<file path="config.mk">
export PLATFORM = sky130hd
export DESIGN_NAME = flash_unlock
export DESIGN_NICKNAME = d
export VERILOG_FILES = /design/src/core/flash_data_regs.v /design/src/core/flash_unlock.v
export VERILOG_INCLUDE_DIRS = /design/src /design/src/inc
export SDC_FILE = /design/constraint.sdc
export NUM_CORES = 1
export LEC_CHECK = 0
export BUFFER_PORTS_ARGS = -buffer_cell sky130_fd_sc_hd__buf_4
export CAP_MARGIN = 40
export CORE_MARGIN = 2
export CORE_UTILIZATION = 55
export CTS_CLUSTER_SIZE = 30
export DETAILED_ROUTE_END_ITERATION = 7
export PLACE_DENSITY = 0.74
export SLEW_MARGIN = 0
export SYNTH_ARGS = -nofsm -noshare
export SYNTH_HDL_FRONTEND = slang
export SYNTH_HIERARCHICAL = 1
export SYNTH_SLANG_ARGS = --single-unit
</file>
<file path="constraint.sdc">
create_clock -name clock_i -period 2.8 [get_ports clock_i]
set_input_delay 0.28 -clock clock_i [delete_from_list [all_inputs] [get_ports clock_i]]
set_output_delay 0.28 -clock clock_i [all_outputs]
set_load 0.02 [all_outputs]
</file>
<file path="src/inc/flash_unlock_map.vh">
// Register map, field positions, reset values and timing for the flash unlock block
`ifndef FLASH_UNLOCK_MAP_VH
`define FLASH_UNLOCK_MAP_VH

// Special function register addresses
`define CTRL_ADDR 8'h50
`define ADDR_LOW_ADDR 8'h54
`define ADDR_HIGH_ADDR 8'h55
`define WORD0_LOW_ADDR 8'h58
`define WORD0_HIGH_ADDR 8'h59
`define WORD1_LOW_ADDR 8'h5A
`define WORD1_HIGH_ADDR 8'h5B
`define WORD2_LOW_ADDR 8'h5C
`define WORD2_HIGH_ADDR 8'h5D
`define WORD3_LOW_ADDR 8'h5E
`define WORD3_HIGH_ADDR 8'h5F
`define DATA_BASE_ADDR 8'h58

// Control register fields
`define CTRL_ENABLED_BIT 7
`define CTRL_MODE_HI 6
`define CTRL_MODE_LO 4
`define CTRL_START_BIT 3
`define CTRL_WRITE_GO_BIT 2
`define CTRL_READ_EN_BIT 1
`define CTRL_READ_GO_BIT 0

// Operation select codes
`define MODE_WRITE 3'h0
`define MODE_ERASE 3'h1
`define MODE_READ 3'h3
`define MODE_UNLOCK 3'h6

// Reset values
`define CTRL_RESET 8'h70
`define ADDR_RESET 8'h00
`define DATA_RESET 8'h00
`define UNMAPPED_READ 8'h00

// Unlock pattern, in the order it must arrive
`define PATTERN_0 8'h00
`define PATTERN_1 8'h04
`define PATTERN_2 8'h0D
`define PATTERN_3 8'h09
`define PATTERN_4 8'hC3
`define PATTERN_5 8'h40
`define PATTERN_LEN 3'h6

// Unlock timeout
`define UNLOCK_TIMEOUT_US 300
`define US_PER_S 1000000

`endif

</file>
<file path="src/core/flash_data_regs.v">
// Eight byte register file for the four flash data words, registered read port
`timescale 1ns/1ps
module flash_data_regs (
   // Clock and reset
   input wire clock_i,
   input wire resetn_i,
   // Write port
   input wire wr_i,
   input wire [2:0] waddr_i,
   input wire [7:0] wdata_i,
   // Read port
   input wire [2:0] raddr_i,
   output reg [7:0] rdata_o
);
`include "flash_unlock_map.vh"

   reg [7:0] mem [0:7];
   integer i;

   always @(posedge clock_i) begin
      if (!resetn_i) begin
         for (i = 0; i < 8; i = i + 1) begin
            mem[i] <= `DATA_RESET;
         end
         rdata_o <= `DATA_RESET;
      end else begin
         if (wr_i) begin
            mem[waddr_i] <= wdata_i;
         end
         rdata_o <= mem[raddr_i];
      end
   end
endmodule

</file>
<file path="src/core/flash_unlock.v">
// Flash write unlock sequencer, control/address registers and erase numbering
// Functional notes
// - Four 16-bit data words are kept, each as a readable and writable low and high byte.
// - The start bit is set by software and is accepted in the same write as the mode code.
// - Starting the procedure starts a 300 us timeout inside which the pattern must arrive.
// - The timeout counts ticks of the low speed internal oscillator, not the system clock.
// - On timeout or a wrong byte writing stays disabled and the start bit self-clears.
// - A correct pattern in time enables writing, clears the start bit and sets the flag.
// - Flash writes and erases are only passed on while the write enabled flag is set.
// - Software clearing the write enabled flag disables flash writing.
// - The smallest variant erases 256-word blocks numbered by address high bits 3..0 only.
// - Larger variants erase 32 or 64 word pages numbered by address high and low upper bits.
// - Writing a one to the write enabled flag does nothing; only hardware sets it.
// - Once enabled, writing stays enabled without the start bit until the flag is cleared.
`timescale 1ns/1ps
module flash_unlock #(
   parameter PAGE_WORDS = 256,
   parameter ADDR_HIGH_BITS = 4,
   parameter LOW_SPEED_INTERNAL_OSC_HZ = 32000
) (
   // Clock and reset
   input wire clock_i,
   input wire resetn_i,
   // Special function register port
   input wire [7:0] sfr_addr_i,
   input wire [7:0] sfr_wdata_i,
   input wire sfr_wr_i,
   input wire sfr_rd_i,
   output reg [7:0] sfr_rdata_o,
   output reg sfr_rvalid_o,
   // Low speed oscillator, asynchronous
   input wire low_speed_internal_osc_i,
   // Flash array side
   input wire flash_done_i,
   output reg flash_write_req_o,
   output reg flash_erase_req_o,
   output reg [9:0] erase_number_o,
   // Status
   output reg write_enabled_o,
   output reg unlock_busy_o
);
`include "flash_unlock_map.vh"

   localparam OFFSET_BITS = (PAGE_WORDS == 256) ? 8 : ((PAGE_WORDS == 64) ? 6 : 5);
   localparam integer TIMEOUT_TICKS_RAW = (`UNLOCK_TIMEOUT_US * LOW_SPEED_INTERNAL_OSC_HZ) / `US_PER_S;
   localparam [15:0] TIMEOUT_TICKS = (TIMEOUT_TICKS_RAW < 1) ? 16'h0001 :
      TIMEOUT_TICKS_RAW[15:0];
   localparam [7:0] HIGH_MASK = (8'hFF >> (8 - ADDR_HIGH_BITS));
   localparam [7:0] DATA_BASE = `DATA_BASE_ADDR;

   localparam ST_IDLE = 1'b0;
   localparam ST_ARMED = 1'b1;

   // Erase unit number: address bits above the in-block/in-page offset
   function [9:0] erase_index;
      input [7:0] high;
      input [7:0] low;
      reg [17:0] full;
      begin
         // Two spare top bits keep the 10-bit slice inside the word for 256-word blocks
         full = {2'b00, high & HIGH_MASK, low};
         erase_index = full[OFFSET_BITS +: 10];
      end
   endfunction

   // Expected pattern byte for a step
   function [7:0] pattern_byte;
      input [2:0] step;
      begin
         case (step)
            3'h0: pattern_byte = `PATTERN_0;
            3'h1: pattern_byte = `PATTERN_1;
            3'h2: pattern_byte = `PATTERN_2;
            3'h3: pattern_byte = `PATTERN_3;
            3'h4: pattern_byte = `PATTERN_4;
            default: pattern_byte = `PATTERN_5;
         endcase
      end
   endfunction

   reg [7:0] ctrl;
   reg [7:0] addr_low;
   reg [7:0] addr_high;
   reg state;
   reg [2:0] step;
   reg [15:0] tick_count;
   reg [2:0] osc_sync;
   reg osc_level;
   reg rd_pending;
   reg [7:0] rd_addr;

   wire [7:0] mem_rdata;
   wire data_sel = (sfr_addr_i[7:3] == DATA_BASE[7:3]);
   wire data_wr = sfr_wr_i && data_sel;
   wire ctrl_wr = sfr_wr_i && (sfr_addr_i == `CTRL_ADDR);
   wire [2:0] new_mode = sfr_wdata_i[`CTRL_MODE_HI:`CTRL_MODE_LO];
   wire [2:0] cur_mode = ctrl[`CTRL_MODE_HI:`CTRL_MODE_LO];
   // Pattern goes to word1 low .. word3 high, i.e. data index 2..7
   wire pattern_reg = data_wr && (sfr_addr_i[2:0] >= 3'h2);
   wire pattern_hit = (sfr_addr_i[2:0] == step + 3'h2) &&
      (sfr_wdata_i == pattern_byte(step));

   // Oscillator edge seen once second and third stages agree
   wire osc_stable = (osc_sync[1] == osc_sync[2]);
   wire osc_tick = osc_stable && osc_sync[1] && !osc_level;
   wire timed_out = (tick_count >= TIMEOUT_TICKS);

   flash_data_regs u_data (
      .clock_i(clock_i),
      .resetn_i(resetn_i),
      .wr_i(data_wr),
      .waddr_i(sfr_addr_i[2:0]),
      .wdata_i(sfr_wdata_i),
      .raddr_i(sfr_addr_i[2:0]),
      .rdata_o(mem_rdata)
   );

   always @(posedge clock_i) begin
      if (!resetn_i) begin
         osc_sync <= 3'h0;
         osc_level <= 1'b0;
      end else begin
         osc_sync <= {osc_sync[1:0], low_speed_internal_osc_i};
         if (osc_stable) begin
            osc_level <= osc_sync[1];
         end
      end
   end

   // Unlock sequencer and control register
   always @(posedge clock_i) begin
      if (!resetn_i) begin
         ctrl <= `CTRL_RESET;
         state <= ST_IDLE;
         step <= 3'h0;
         tick_count <= 16'h0000;
         flash_write_req_o <= 1'b0;
         flash_erase_req_o <= 1'b0;
      end else begin
         flash_write_req_o <= 1'b0;
         flash_erase_req_o <= 1'b0;
         if (ctrl_wr) begin
            ctrl[6:0] <= sfr_wdata_i[6:0];
            // Writing one to the flag is ignored
            if (!sfr_wdata_i[`CTRL_ENABLED_BIT]) begin
               ctrl[`CTRL_ENABLED_BIT] <= 1'b0;
            end
            if (sfr_wdata_i[`CTRL_WRITE_GO_BIT] && !ctrl[`CTRL_WRITE_GO_BIT]) begin
               if (ctrl[`CTRL_ENABLED_BIT] && sfr_wdata_i[`CTRL_ENABLED_BIT] &&
                     (new_mode == `MODE_WRITE || new_mode == `MODE_ERASE)) begin
                  flash_write_req_o <= (new_mode == `MODE_WRITE);
                  flash_erase_req_o <= (new_mode == `MODE_ERASE);
               end else begin
                  ctrl[`CTRL_WRITE_GO_BIT] <= 1'b0;
               end
            end
         end
         if (flash_done_i) begin
            ctrl[`CTRL_WRITE_GO_BIT] <= 1'b0;
         end
         case (state)
            ST_IDLE: begin
               // Mode and start may arrive in one write
               if (ctrl_wr && sfr_wdata_i[`CTRL_START_BIT] && new_mode == `MODE_UNLOCK) begin
                  state <= ST_ARMED;
                  step <= 3'h0;
                  tick_count <= 16'h0000;
               end
            end
            ST_ARMED: begin
               if (osc_tick) begin
                  tick_count <= tick_count + 16'h0001;
               end
               if (ctrl_wr && (!sfr_wdata_i[`CTRL_START_BIT] || new_mode != `MODE_UNLOCK)) begin
                  // Software withdrew the attempt
                  state <= ST_IDLE;
               end else if (timed_out) begin
                  state <= ST_IDLE;
                  ctrl[`CTRL_START_BIT] <= 1'b0;
               end else if (pattern_reg) begin
                  if (!pattern_hit) begin
                     state <= ST_IDLE;
                     ctrl[`CTRL_START_BIT] <= 1'b0;
                  end else if (step == `PATTERN_LEN - 3'h1) begin
                     state <= ST_IDLE;
                     ctrl[`CTRL_START_BIT] <= 1'b0;
                     ctrl[`CTRL_ENABLED_BIT] <= 1'b1;
                  end else begin
                     step <= step + 3'h1;
                  end
               end
            end
            default: begin
               state <= ST_IDLE;
            end
         endcase
      end
   end

   // Address registers and erase numbering
   always @(posedge clock_i) begin
      if (!resetn_i) begin
         addr_low <= `ADDR_RESET;
         addr_high <= `ADDR_RESET;
         erase_number_o <= 10'h000;
      end else begin
         if (sfr_wr_i && sfr_addr_i == `ADDR_LOW_ADDR) begin
            addr_low <= sfr_wdata_i;
         end
         if (sfr_wr_i && sfr_addr_i == `ADDR_HIGH_ADDR) begin
            // Unimplemented high bits read back as zero
            addr_high <= sfr_wdata_i & HIGH_MASK;
         end
         erase_number_o <= erase_index(addr_high, addr_low);
      end
   end

   // Read path: two cycles so memory and control reads line up
   always @(posedge clock_i) begin
      if (!resetn_i) begin
         rd_pending <= 1'b0;
         rd_addr <= 8'h00;
         sfr_rdata_o <= `UNMAPPED_READ;
         sfr_rvalid_o <= 1'b0;
         write_enabled_o <= 1'b0;
         unlock_busy_o <= 1'b0;
      end else begin
         rd_pending <= sfr_rd_i;
         rd_addr <= sfr_addr_i;
         sfr_rvalid_o <= rd_pending;
         write_enabled_o <= ctrl[`CTRL_ENABLED_BIT];
         unlock_busy_o <= (state == ST_ARMED);
         if (rd_pending) begin
            if (rd_addr[7:3] == DATA_BASE[7:3]) begin
               sfr_rdata_o <= mem_rdata;
            end else if (rd_addr == `CTRL_ADDR) begin
               sfr_rdata_o <= ctrl;
            end else if (rd_addr == `ADDR_LOW_ADDR) begin
               sfr_rdata_o <= addr_low;
            end else if (rd_addr == `ADDR_HIGH_ADDR) begin
               sfr_rdata_o <= addr_high;
            end else begin
               sfr_rdata_o <= `UNMAPPED_READ;
            end
         end
      end
   end
endmodule

</file>
Word-level counts from Yosys, hierarchy flattened
Memory sizes are Yosys's and may differ from the RTL's. A register that Yosys moved wholly into a read port is not among the register bits.
Cells that the tools add are included.
Storage, ports and cells
  flip-flop bits (word level): 76
  latch bits: 0
  bits in writable memories: 64
  ROM bits: 0
  input port bits: 22
  output and inout port bits: 23
  word-level logic and storage cells: 126
  memories: 1
Operators by class
  add/sub/neg operators: 3
  $mul: 0
  div/mod/pow operators: 0
  order comparisons: 2
  eq/ne operators: 26
  shift-type cells: 0
  muxes and demuxes: 45
  bitwise operators: 2
  reduce and logical (&&, ||, !) cells: 27
Memory list
  u_data.mem: depth 8, width 8, read ports 1, clocked after memory_dff 1, wr ports 8, RTL line flash_data_regs.v:17  | reg [7:0] mem [0:7];
Operator list (count)
  8-bit by 7-bit equality test with 1-bit output (second input constant): 6
  8-bit 2-to-1 mux: 5
  8-bit case mux with 5 select lines: 1
  16-bit 2-to-1 mux: 2
  16-bit case mux with 2 select lines: 1
  1-bit 2-to-1 mux: 26
  3-bit 2-to-1 mux: 7
  16-bit by 1-bit adder with 16-bit output (second input constant): 1
  16-bit by 4-bit greater-or-equal comparator with 1-bit output (second input constant): 1
  1-bit logical AND: 14
  5-bit by 4-bit equality test with 1-bit output (second input constant): 2
  3-bit equality test (second input constant): 3
  8-bit equality test: 1
  2-bit inequality test (second input constant): 4
  8-bit OR reduction: 1
  3-bit by 1-bit equality test with 1-bit output (second input constant): 2
  3-bit by 2-bit equality test with 1-bit output (second input constant): 2
  3-bit logical NOT: 2
  2-bit by 1-bit inequality test with 1-bit output (second input constant): 3
  3-bit case mux with 2 select lines: 1
  6-bit AND reduction: 1
  1-bit logical NOT: 4
  4-bit 2-to-1 mux: 1
  4-bit AND reduction: 1
  11 further kinds: 13

Depth between registers and ports, before layout
Gate-level depths: netlist (run 1).
  word-level depth: 12
  mapped depth: 9
  mapped depth without buffers: 8

Cells and area by module
The synthesis (run 1) kept the hierarchy.
By module, submodules not included
  flash_unlock: instances 1, cells each 364, area each 3308.2 µm², seq. area each 1401.3 µm²
  flash_data_regs: instances 1, cells each 196, area each 3149.3 µm², seq. area each 2082.0 µm²

Least setup slack after synthesis (run 1)
No wires, ideal clock.
  path kind: in2reg
  from: input port sfr_addr_i[7]
  to: memory u_data.mem[7][0] (enable)
  setup time: 384 ps
  arrival: 1599 ps
  data required time: 2416 ps
  path slack: 817 ps
  stages on the path: 4
  path buffers: 0
  cell sequence: nand4b_1 nor3b_1 nand3_1 o21ai_0
RTL lines
  start: declaration: RTL line flash_unlock.v:25  | input wire [7:0] sfr_addr_i,
  end: declaration: RTL line flash_data_regs.v:17

Worst setup path after layout (run 1)
  from: register step[2]
  to: register step[1]
On the way
  longest elaborated chain between the ends: 6
  elaborated cells between the ends (all ways): 14
  classes of those cells: add/sub (1); eq/ne (9); mux (1); reduce/logical (3)
RTL lines
  start: declaration: RTL line flash_unlock.v:85  | reg [2:0] step;
  start signal: assignment: RTL line flash_unlock.v:189  | step <= step + 3'h1;
  3-bit equality test (tied with other cells): RTL line flash_unlock.v:70  | case (step)
  8-bit case mux with 5 select lines: RTL line flash_unlock.v:70
  8-bit equality test: RTL line flash_unlock.v:101  | (sfr_wdata_i == pattern_byte(step));
  1-bit logical AND: RTL line flash_unlock.v:100  | wire pattern_hit = (sfr_addr_i[2:0] == step + 3'h2) &&
  2-bit by 1-bit inequality test with 1-bit output (no source line)
  6-bit AND reduction (no source line) *
Every way passes the cells marked *; elsewhere a longest branch is shown, timed or not.
A chain may end at the register's enable or synchronous reset.

==> impl_metrics.toml, run 1 <==
[synth]
synthCells = 560
yosysMostFrequentCell = "and2_1"
synth_warnings = 6
synth_top_family_by_area = "simple AND/OR/NAND/NOR gates"
synth.top_cell.area_share_pct = 29.8
synth-main-ff-cell = "dfxtp_1"
synthSimpleGateAreaFrac_pct = 21.1
synthAdderAreaFrac_pct = 1.74
synth-seq-cells = 142
synth.distinct_cells = 64
yosysTopAreaCell = "edfxtp_1"
synth_compound_area_share_pct = 7.52
syn_area_um2 = 6460
synthMuxAreaShare_pct = 10.5
async_flop_share_pct = 0
synth_xor_area_share_pct = 1.63
seq_area_frac_synth_pct = 53.9
synth_common_cells = "and2_1, dfxtp_1, edfxtp_1"
synth_area_per_cell_um2 = 11.5
synth.area.top_cells = "edfxtp_1, dfxtp_1, and2_1"
synth_edf_count = 64

[grt]
grtUsageTotal_pct = 23.0
grt_first_pass_wirelength_um = 22300
grt_max_degree = 60
antenna_found_initial = 0
grt_pass1_vias = 4365
gr-total-overflow = 0

[sta]
setup_slack_ns = 0.576
hold_slack_ns = 0.0450
slew_headroom_pct = 48.8
worstMarginPinSlew_ns = 0.761
tns_ns = 0
rsz0062_at_grt = "no"
finalSetupViolCount = 0
finalCritPeriodShare_pct = 79.4
max_freq_mhz = 450
final_max_slew_viol_count = 0
finalHoldViolCount = 0
period_minus_slack_ns = 2.22
skew_ns = 0.00622

[power]
powerDensity_nw_per_um2 = 653
p_leak_nw = 2.97
finalPower_mw = 4.88
peakVddDrop_v = 0.000438

[floorplan]
io_pins = 45
die_w_um = 112
die_area_um2 = 12600
die-height_um = 112
coreArea_um2 = 11400
num_rows = 39
initial_core_util_pct = 56.6

[worst_setup_path]
ff2ff_path_depth = 8
worstPathCellList = "inv_1 -> ha_1 -> nor4_1 -> a211oi_1 -> o31ai_2 -> o2111a_2 -> o22ai_1 -> o2bb2ai_1"
crit_family = "compound AO/OA/AOI/OAI gates"
critPathLaunch = "step[2]"
worst-path-max-fanout = 10
ff2ff_setup_slack_ns = 0.58
critPathRequiredTime_ns = 3.10
start_kind = "register"
cp.buffers_inverters = 1
criticalPathCategory = "reg -> reg"
critPathArrivalTime_ns = 2.53
r2r-start = "step[2]"
cp_num_cells = 8
slowest_delay_ns = 0.52
crit_path_top_delay_cell = "dfxtp_1"
worstSetupEndpointType = "register"

[layout]
post-route-cell-area_um2 = 7470
area_growth_pct = 15.7
nets = 636
diodes = 0
seq_area_um2 = 3480
multiInputGateArea_um2 = 2770
fillers = 882
final_layout_size_suffix_gt1_share_pct = 16.7

[placed_design]
place_area_um2 = 6840
pre_cts_ws_ns = 0.361
gp_congestion = 0.861
place_hpwl_um = 8960
numPortBuffers = 38

[clocking]
clock_path_buffers = 2
cts.sinks = 142
cts_tree = "yes"
h-tree-depth = 4
post_cts_buffers = 0
root_buffer = "clkbuf_16"
clkTransAtPathRegs_ns = 0.06
cts_hold_buffers = 0
clk_latency_ns = 0.42
cts_made_buffers = 17
cts-resized-gates = 0

[route]
dr.pass1.iters = 4
drt-wirelength-per-cell_um = 18.0
num_vias = 4330
antenna_left = 0
viasPerCell = 5.69
drc_errors = 0
drt_iter0_drc = 230
wl_um = 13700

[min_path]
hold_path_depth = 2
hold_class = "in -> reg"
hp-start = "flash_done_i"

[run]
drv_cap = 0

[run_status]
status = "completed"
-- worst paths after layout --
check / end
max: step[1]
min: ctrl[2]
max reg2reg: step[1]
min reg2reg: osc_sync[1]
-- layout by cell type (no fill, tap or decap), drive strengths merged, types with 9 or more instances in the layout --
cell type,Yosys,routed
a22oi,9,9
and2,83,83
buf,18,48
clkbuf,9,23
dfxtp,78,78
edfxtp,64,64
ha,9,9
inv,14,19
mux2i,24,24
mux4,16,16
nand2,35,35
nand3,16,16
nor2,43,43
nor2b,19,19
nor3,10,10
o211a,10,10
o21ai,16,16
xor2,9,9
-- logic make-up after synthesis --
group / count (synthesis)
adders and majority gates: 9
and+or+nand+nor: 245
muxes: 44
AOI/OAI and AO/OA: 66
other: 1
DFF: 142
xor gates and xnor gates: 12
buffers and inverters: 41
-- sequential cells by signal, summed over array words and instances (netlist names) --
| name | cells |
|---|---|
| ctrl | 8 |
| write_enabled_o | 1 |
| rd_addr | 8 |
| u_data/mem | 64 |
| rd_pending | 1 |
| flash_erase_req_o | 1 |
| addr_high | 4 |
| step | 3 |
| sfr_rvalid_o | 1 |
| flash_write_req_o | 1 |
| osc_level | 1 |
| u_data/rdata_o | 8 |
| osc_sync | 3 |
| erase_number_o | 4 |
| sfr_rdata_o | 8 |
| state | 1 |
| addr_low | 8 |
| unlock_busy_o | 1 |
| tick_count | 16 |
-- power by group --
| group | leakage [nW] | switching (mW) | internal (mW) |
|---|---|---|---|
| sequential | 1.24 | 0.0340 | 2.24 |
| clock | 0.313 | 0.861 | 1.46 |
| combinational | 1.42 | 0.161 | 0.120 |
-- cell type report --
class	instances	share of cell area, %
multi-input combinational	382	37.0
inverter	14	0.704
tap	143	2.40
timing repair buffer	48	4.82
clock buffer	23	7.25
clock inverter	9	1.17
sequential	142	46.6
-- stage by stage --
stage | utilization, % | instances
after floorplan | - | 565
after detailed placement | 59.9 | 729
final | 65.4 | 761
after global placement | 59.9 | 729
after CTS | 65.4 | 761
after global routing | 65.4 | 761
-- per-layer routing --
layer	vias up	track usage, %	wire [um]
li1	2100	-	-
met1	2102	29.9	6130
met2	106	38.7	6740
met3	22	4.48	585
met4	0	8.29	201
met5	-	0	0
(Power assumes the default switching activity.)
==> inputs of run 2 (changes only) <==
--- a/config.mk
+++ b/config.mk
@@ -9,10 +9,10 @@
 export BUFFER_PORTS_ARGS = -buffer_cell sky130_fd_sc_hd__buf_4
 export CAP_MARGIN = 40
 export CORE_MARGIN = 2
-export CORE_UTILIZATION = 55
+export CORE_UTILIZATION = 54
 export CTS_CLUSTER_SIZE = 30
 export DETAILED_ROUTE_END_ITERATION = 7
-export PLACE_DENSITY = 0.74
+export PLACE_DENSITY = 0.75
 export SLEW_MARGIN = 0
 export SYNTH_ARGS = -nofsm -noshare
 export SYNTH_HDL_FRONTEND = slang
==> constraint.sdc (replaced) <==
create_clock -name clock_i -period 2.01 [get_ports clock_i]
set_input_delay 0.201 -clock clock_i [delete_from_list [all_inputs] [get_ports clock_i]]
set_output_delay 0.201 -clock clock_i [all_outputs]
set_load 0.02 [all_outputs]
==> impl_metrics.toml, run 2 (synthesis results as in run 1) <==
[clocking]
cts_made_buffers = 17
cts_tree = "yes"
clk_latency_ns = 0.43
clkTransAtPathRegs_ns = 0.06
root_buffer = "clkbuf_16"
clock_path_buffers = 2
cts.sinks = 142
h-tree-depth = 4

[run]
drv_cap = 0

[route]
num_vias = 4556
antenna_left = 0
wl_um = 14600
drt-wirelength-per-cell_um = 18.5
wl_met2_um = 7390
topRoutingLayerUsed = "met4"
wl_met3_um = 932
dr.pass1.iters = 7
drt_iter0_drc = 395
wl_met1_um = 5830
viasPerCell = 5.77
drc_errors = 0

[sta]
worstMarginPinSlew_ns = 0.722
max_freq_mhz = 489
final_max_slew_viol_count = 0
slew_headroom_pct = 51.4
finalSetupViolCount = 2
finalCritPeriodShare_pct = 102
period_minus_slack_ns = 2.05
setup_slack_ns = -0.0351
skew_ns = 0.00596
rsz0062_at_grt = "yes"
tns_ns = -0.0432
finalHoldViolCount = 0

[grt]
antenna_found_initial = 0
grt_first_pass_wirelength_um = 22600
grtUsageTotal_pct = 23.4
grt_pass1_vias = 4496
grt_max_degree = 60
gr-total-overflow = 0

[power]
p_clk_share_pct = 44.8
powerDensity_nw_per_um2 = 838
seqPwrFrac_pct = 48.3
p_sw_mw = 1.47
p_comb_share_pct = 6.9
switching_share_pct = 22.4
power.internal_mw = 5.10
finalPower_mw = 6.57
p_leak_nw = 3.12
peakVddDrop_v = 0.000546

[layout]
post-route-util_pct = 67.7
final_common_cell = "and2_1"
largestRegisters = "u_data/mem x64, tick_count x16"
regMostFlops = "u_data/mem"
area_growth_pct = 21.3
final_cell_mix = "and2_1, dfxtp_1, buf_4, edfxtp_1, nor2_1"
diodes = 0
nets = 664
final_layout_size_suffix_gt1_share_pct = 22.6
fillers = 849
largest_reg_flops = 64

[worst_setup_path]
worst-path-max-fanout = 6
worstSetupEndpointType = "register"
start_kind = "register"
criticalPathCategory = "reg -> reg"
critPathRequiredTime_ns = 2.37
ff2ff_setup_slack_ns = -0.04
critPathArrivalTime_ns = 2.40

[floorplan]
num_rows = 39
die_w_um = 113
io_pins = 45
initial_core_util_pct = 55.8
coreArea_um2 = 11600
die_area_um2 = 12800
die-height_um = 113

[placed_design]
place_hpwl_um = 9420
numPortBuffers = 38
gp_congestion = 0.833
pre_cts_ws_ns = -0.169

[run_status]
status = "complete, but fails checks"
failed_checks = "setup timing"

[min_path]
hold_class = "in -> reg"
[run 2: cell types whose count changed in the layout (fill, tap and decap cells not counted), sizes merged]
| cell | delta |
|---|---|
| dlygate4sd3 | +4 |
| clkinvlp | +1 |
| dlymetal6s4s | +1 |
| clkinv | +4 |
| inv | -4 |
| buf | +23 |
| bufinv | -1 |
[run 2: cell type report]
type                       instances  area, um2  area share (%)
multi-input combinational        382       2930            37.5
clock buffer                      23        510            6.52
timing repair buffer              76        609            7.78
clock inverter                     9       55.1           0.703
inverter                          14       55.1           0.703
sequential                       142       3490            44.6
tap                              143        179            2.28
[run 2: repair_timing]
| action | 4_1_cts | 5_1_grt |
|---|---|---|
| pin swaps | 2 | 15 |
| endpoints found under the hold margin | 5 | 0 |
| setup buffers | 0 | 2 |
| setup endpoints to repair | 6 | 75 |
| gates resized for setup | 5 | 36 |
| hold buffers | 5 | 0 |
[run 2: power by group through the flow]
stage               combinational, mW  clock, mW  sequential (mW)
floorplan                       0.244          0             3.21
global placement                0.401          0             3.22
detailed placement              0.410          0             3.23
CTS                             0.421       2.97             3.17
global route                    0.482       3.11             3.18
finish                          0.451       2.94             3.17
[run 2: metal layers]
layer / vias up / global-route usage (%)
met5: - / 0
met4: 0 / 12.0
met3: 43 / 5.36
met2: 162 / 39.6
met1: 2199 / 27.9
li1: 2152 / -
[run 2: through the flow]
step           hold slack (ns)  area, um2  std cells
2_1_floorplan            0.273       6480        565
3_3_place_gp             0.382       7030        752
3_5_place_dp             0.390       7030        752
4_1_cts                0.00216       7660        789
5_1_grt                0.00237       7830        789
6_report               0.00741       7830        789
[run 2: worst paths after layout]
path         depth (start not counted)           to                     start
max                                  8      step[0]                   step[0]
min                                  2  osc_sync[0]  low_speed_internal_osc_i
max reg2reg                          8      step[0]                   step[0]
min reg2reg                          1  osc_sync[1]               osc_sync[0]
[run 2: critical path, stage by stage, from the launching register on]
cell and delay, ns:
dfxtp_4 0.37, ha_4 0.17, ha_4 0.18, o211ai_1 0.29, a2111oi_4 0.06, a41o_1 0.23, o2111a_2 0.32, o221ai_2 0.16
a21boi_2 0.18
==> inputs of run 3 (changes only) <==
--- a/config.mk
+++ b/config.mk
@@ -12,7 +12,7 @@
 export CORE_UTILIZATION = 54
 export CTS_CLUSTER_SIZE = 30
 export DETAILED_ROUTE_END_ITERATION = 7
-export PLACE_DENSITY = 0.75
+export PLACE_DENSITY = 0.84
 export SLEW_MARGIN = 0
 export SYNTH_ARGS = -nofsm -noshare
 export SYNTH_HDL_FRONTEND = slang
==> impl_metrics.toml, run 3 (synthesis results as in run 1) <==
[grt]
grt_first_pass_wirelength_um = 22700
antenna_found_initial = 0
gr-total-overflow = 0
grt_max_degree = 56
grt_pass1_vias = 4498
grtUsageTotal_pct = 23.3

[sta]
finalSetupViolCount = 1
rsz0062_at_grt = "yes"
max_freq_mhz = 497
finalCritPeriodShare_pct = 100
setup_slack_ns = -0.00332
worstMarginPinSlew_ns = 0.725
finalHoldViolCount = 0
period_minus_slack_ns = 2.01
final_max_slew_viol_count = 0
slew_headroom_pct = 51.2
skew_ns = 0.00841

[route]
drc_errors = 0
dr.pass1.iters = 5
drt_iter0_drc = 431
wl_um = 14200
num_vias = 4540
drt-wirelength-per-cell_um = 18.0
viasPerCell = 5.78
antenna_left = 0

[placed_design]
place_area_um2 = 6990
place_hpwl_um = 9420
gp_congestion = 0.877
numPortBuffers = 38

[worst_setup_path]
critPathArrivalTime_ns = 2.31
worstSetupEndpointType = "register"
critPathRequiredTime_ns = 2.31
start_kind = "register"
criticalPathCategory = "reg -> reg"
worst-path-max-fanout = 6

[layout]
final_layout_size_suffix_gt1_share_pct = 20.2
largestRegisters = "u_data/mem x64, tick_count x16"
diodes = 0
final_cell_mix = "and2_1, dfxtp_1, buf_4, edfxtp_1, nor2_1"
regMostFlops = "u_data/mem"
fillers = 820
post-route-cell-area_um2 = 7630
final_common_cell = "and2_1"
area_growth_pct = 18.2
largest_reg_flops = 64
nets = 661

[power]
finalPower_mw = 6.33
powerDensity_nw_per_um2 = 830
peakVddDrop_v = 0.000493
p_leak_nw = 3.05

[run_status]
status = "complete, but fails checks"
failed_checks = "setup timing"

[floorplan]
coreArea_um2 = 11600
num_rows = 39
io_pins = 45
die_area_um2 = 12800
die-height_um = 113
die_w_um = 113
initial_core_util_pct = 55.8

[clocking]
cts.sinks = 142
clkTransAtPathRegs_ns = 0.06
cts_made_buffers = 17
h-tree-depth = 4
post_cts_buffers = 0
root_buffer = "clkbuf_16"
cts_tree = "yes"
clk_latency_ns = 0.42
clock_path_buffers = 2

[run]
drv_cap = 0

[min_path]
hold_class = "in -> reg"
[run 3: cell count changes in the layout (fill, tap and decap cells not counted), moves of 2 or more]
cell,before,now
buf_4,67,65
buf_6,3,0
clkbuf_16,19,17
dfxtp_2,0,2
dfxtp_4,2,0
dlygate4sd3_1,4,7
ha_2,0,3
ha_4,5,1
inv_1,12,14
[run 3: critical path, stage by stage, from the launching register on]
cell	delay [ns]
dfxtp_2	0.34
ha_2	0.20
ha_4	0.19
nor4_2	0.24
a211oi_1	0.09
o31ai_2	0.27
o2111a_2	0.29
o221ai_1	0.13
a21boi_1	0.15
[run 3: routing by layer]
layer	GRT usage (%)	vias to the layer above	wire length, um
met4	12.1	0	491
met5	0	-	0
met1	28.5	2190	5900
li1	-	2148	-
met2	39.0	163	7070
met3	4.77	39	697
[run 3: final timing paths]
path / start / end / slack (ns) / depth (start not counted)
worst max-delay path: step[0] / step[0] / -0.003 / 8
worst min register to register: osc_sync[0] / osc_sync[1] / 0.44 / 1
worst min-delay path: sfr_addr_i[5] / rd_addr[5] / 0.04 / 2
worst max register to register: step[0] / step[0] / -0.003 / 8
[run 3: timing repair]
item | 4_1_cts | 5_1_grt
pin swaps | 0 | 6
endpoints found under the hold margin | 7 | 0
resized for setup | 5 | 10
setup endpoints to repair | 5 | 62
hold buffers | 7 | 0
[run 3: per-stage QoR]
| step | hold slack, ns | util (%) | setup slack, ns | instances | TNS [ns] |
|---|---|---|---|---|---|
| finish | 0.0371 | 66.0 | -0.00332 | 786 | -0.00332 |
| global route | 0.0384 | 66.0 | -0.0860 | 786 | -0.428 |
| CTS | 0.00130 | 65.7 | 0.00858 | 786 | 0 |
| detailed placement | 0.381 | 60.4 | -0.110 | 747 | -0.278 |
| global placement | 0.379 | 60.4 | 0.0303 | 747 | 0 |
| floorplan | 0.273 | - | 0.0691 | 565 | 0 |
[run 3: power by group]
part           switching (mW)  internal (mW)  leakage, nW
clock network            1.13           1.60        0.257
registers              0.0452           3.12         1.24
logic                   0.239          0.192         1.55
[run 3: layout make-up]
cell class	count	area [um2]	area share [%]
Clock buffer	22	455	5.97
Clock inverter	10	65.1	0.852
Inverter	14	52.6	0.689
Multi-Input combinational cell	382	2820	36.9
Sequential cell	142	3490	45.7
Tap cell	143	179	2.34
Timing Repair Buffer	73	578	7.57
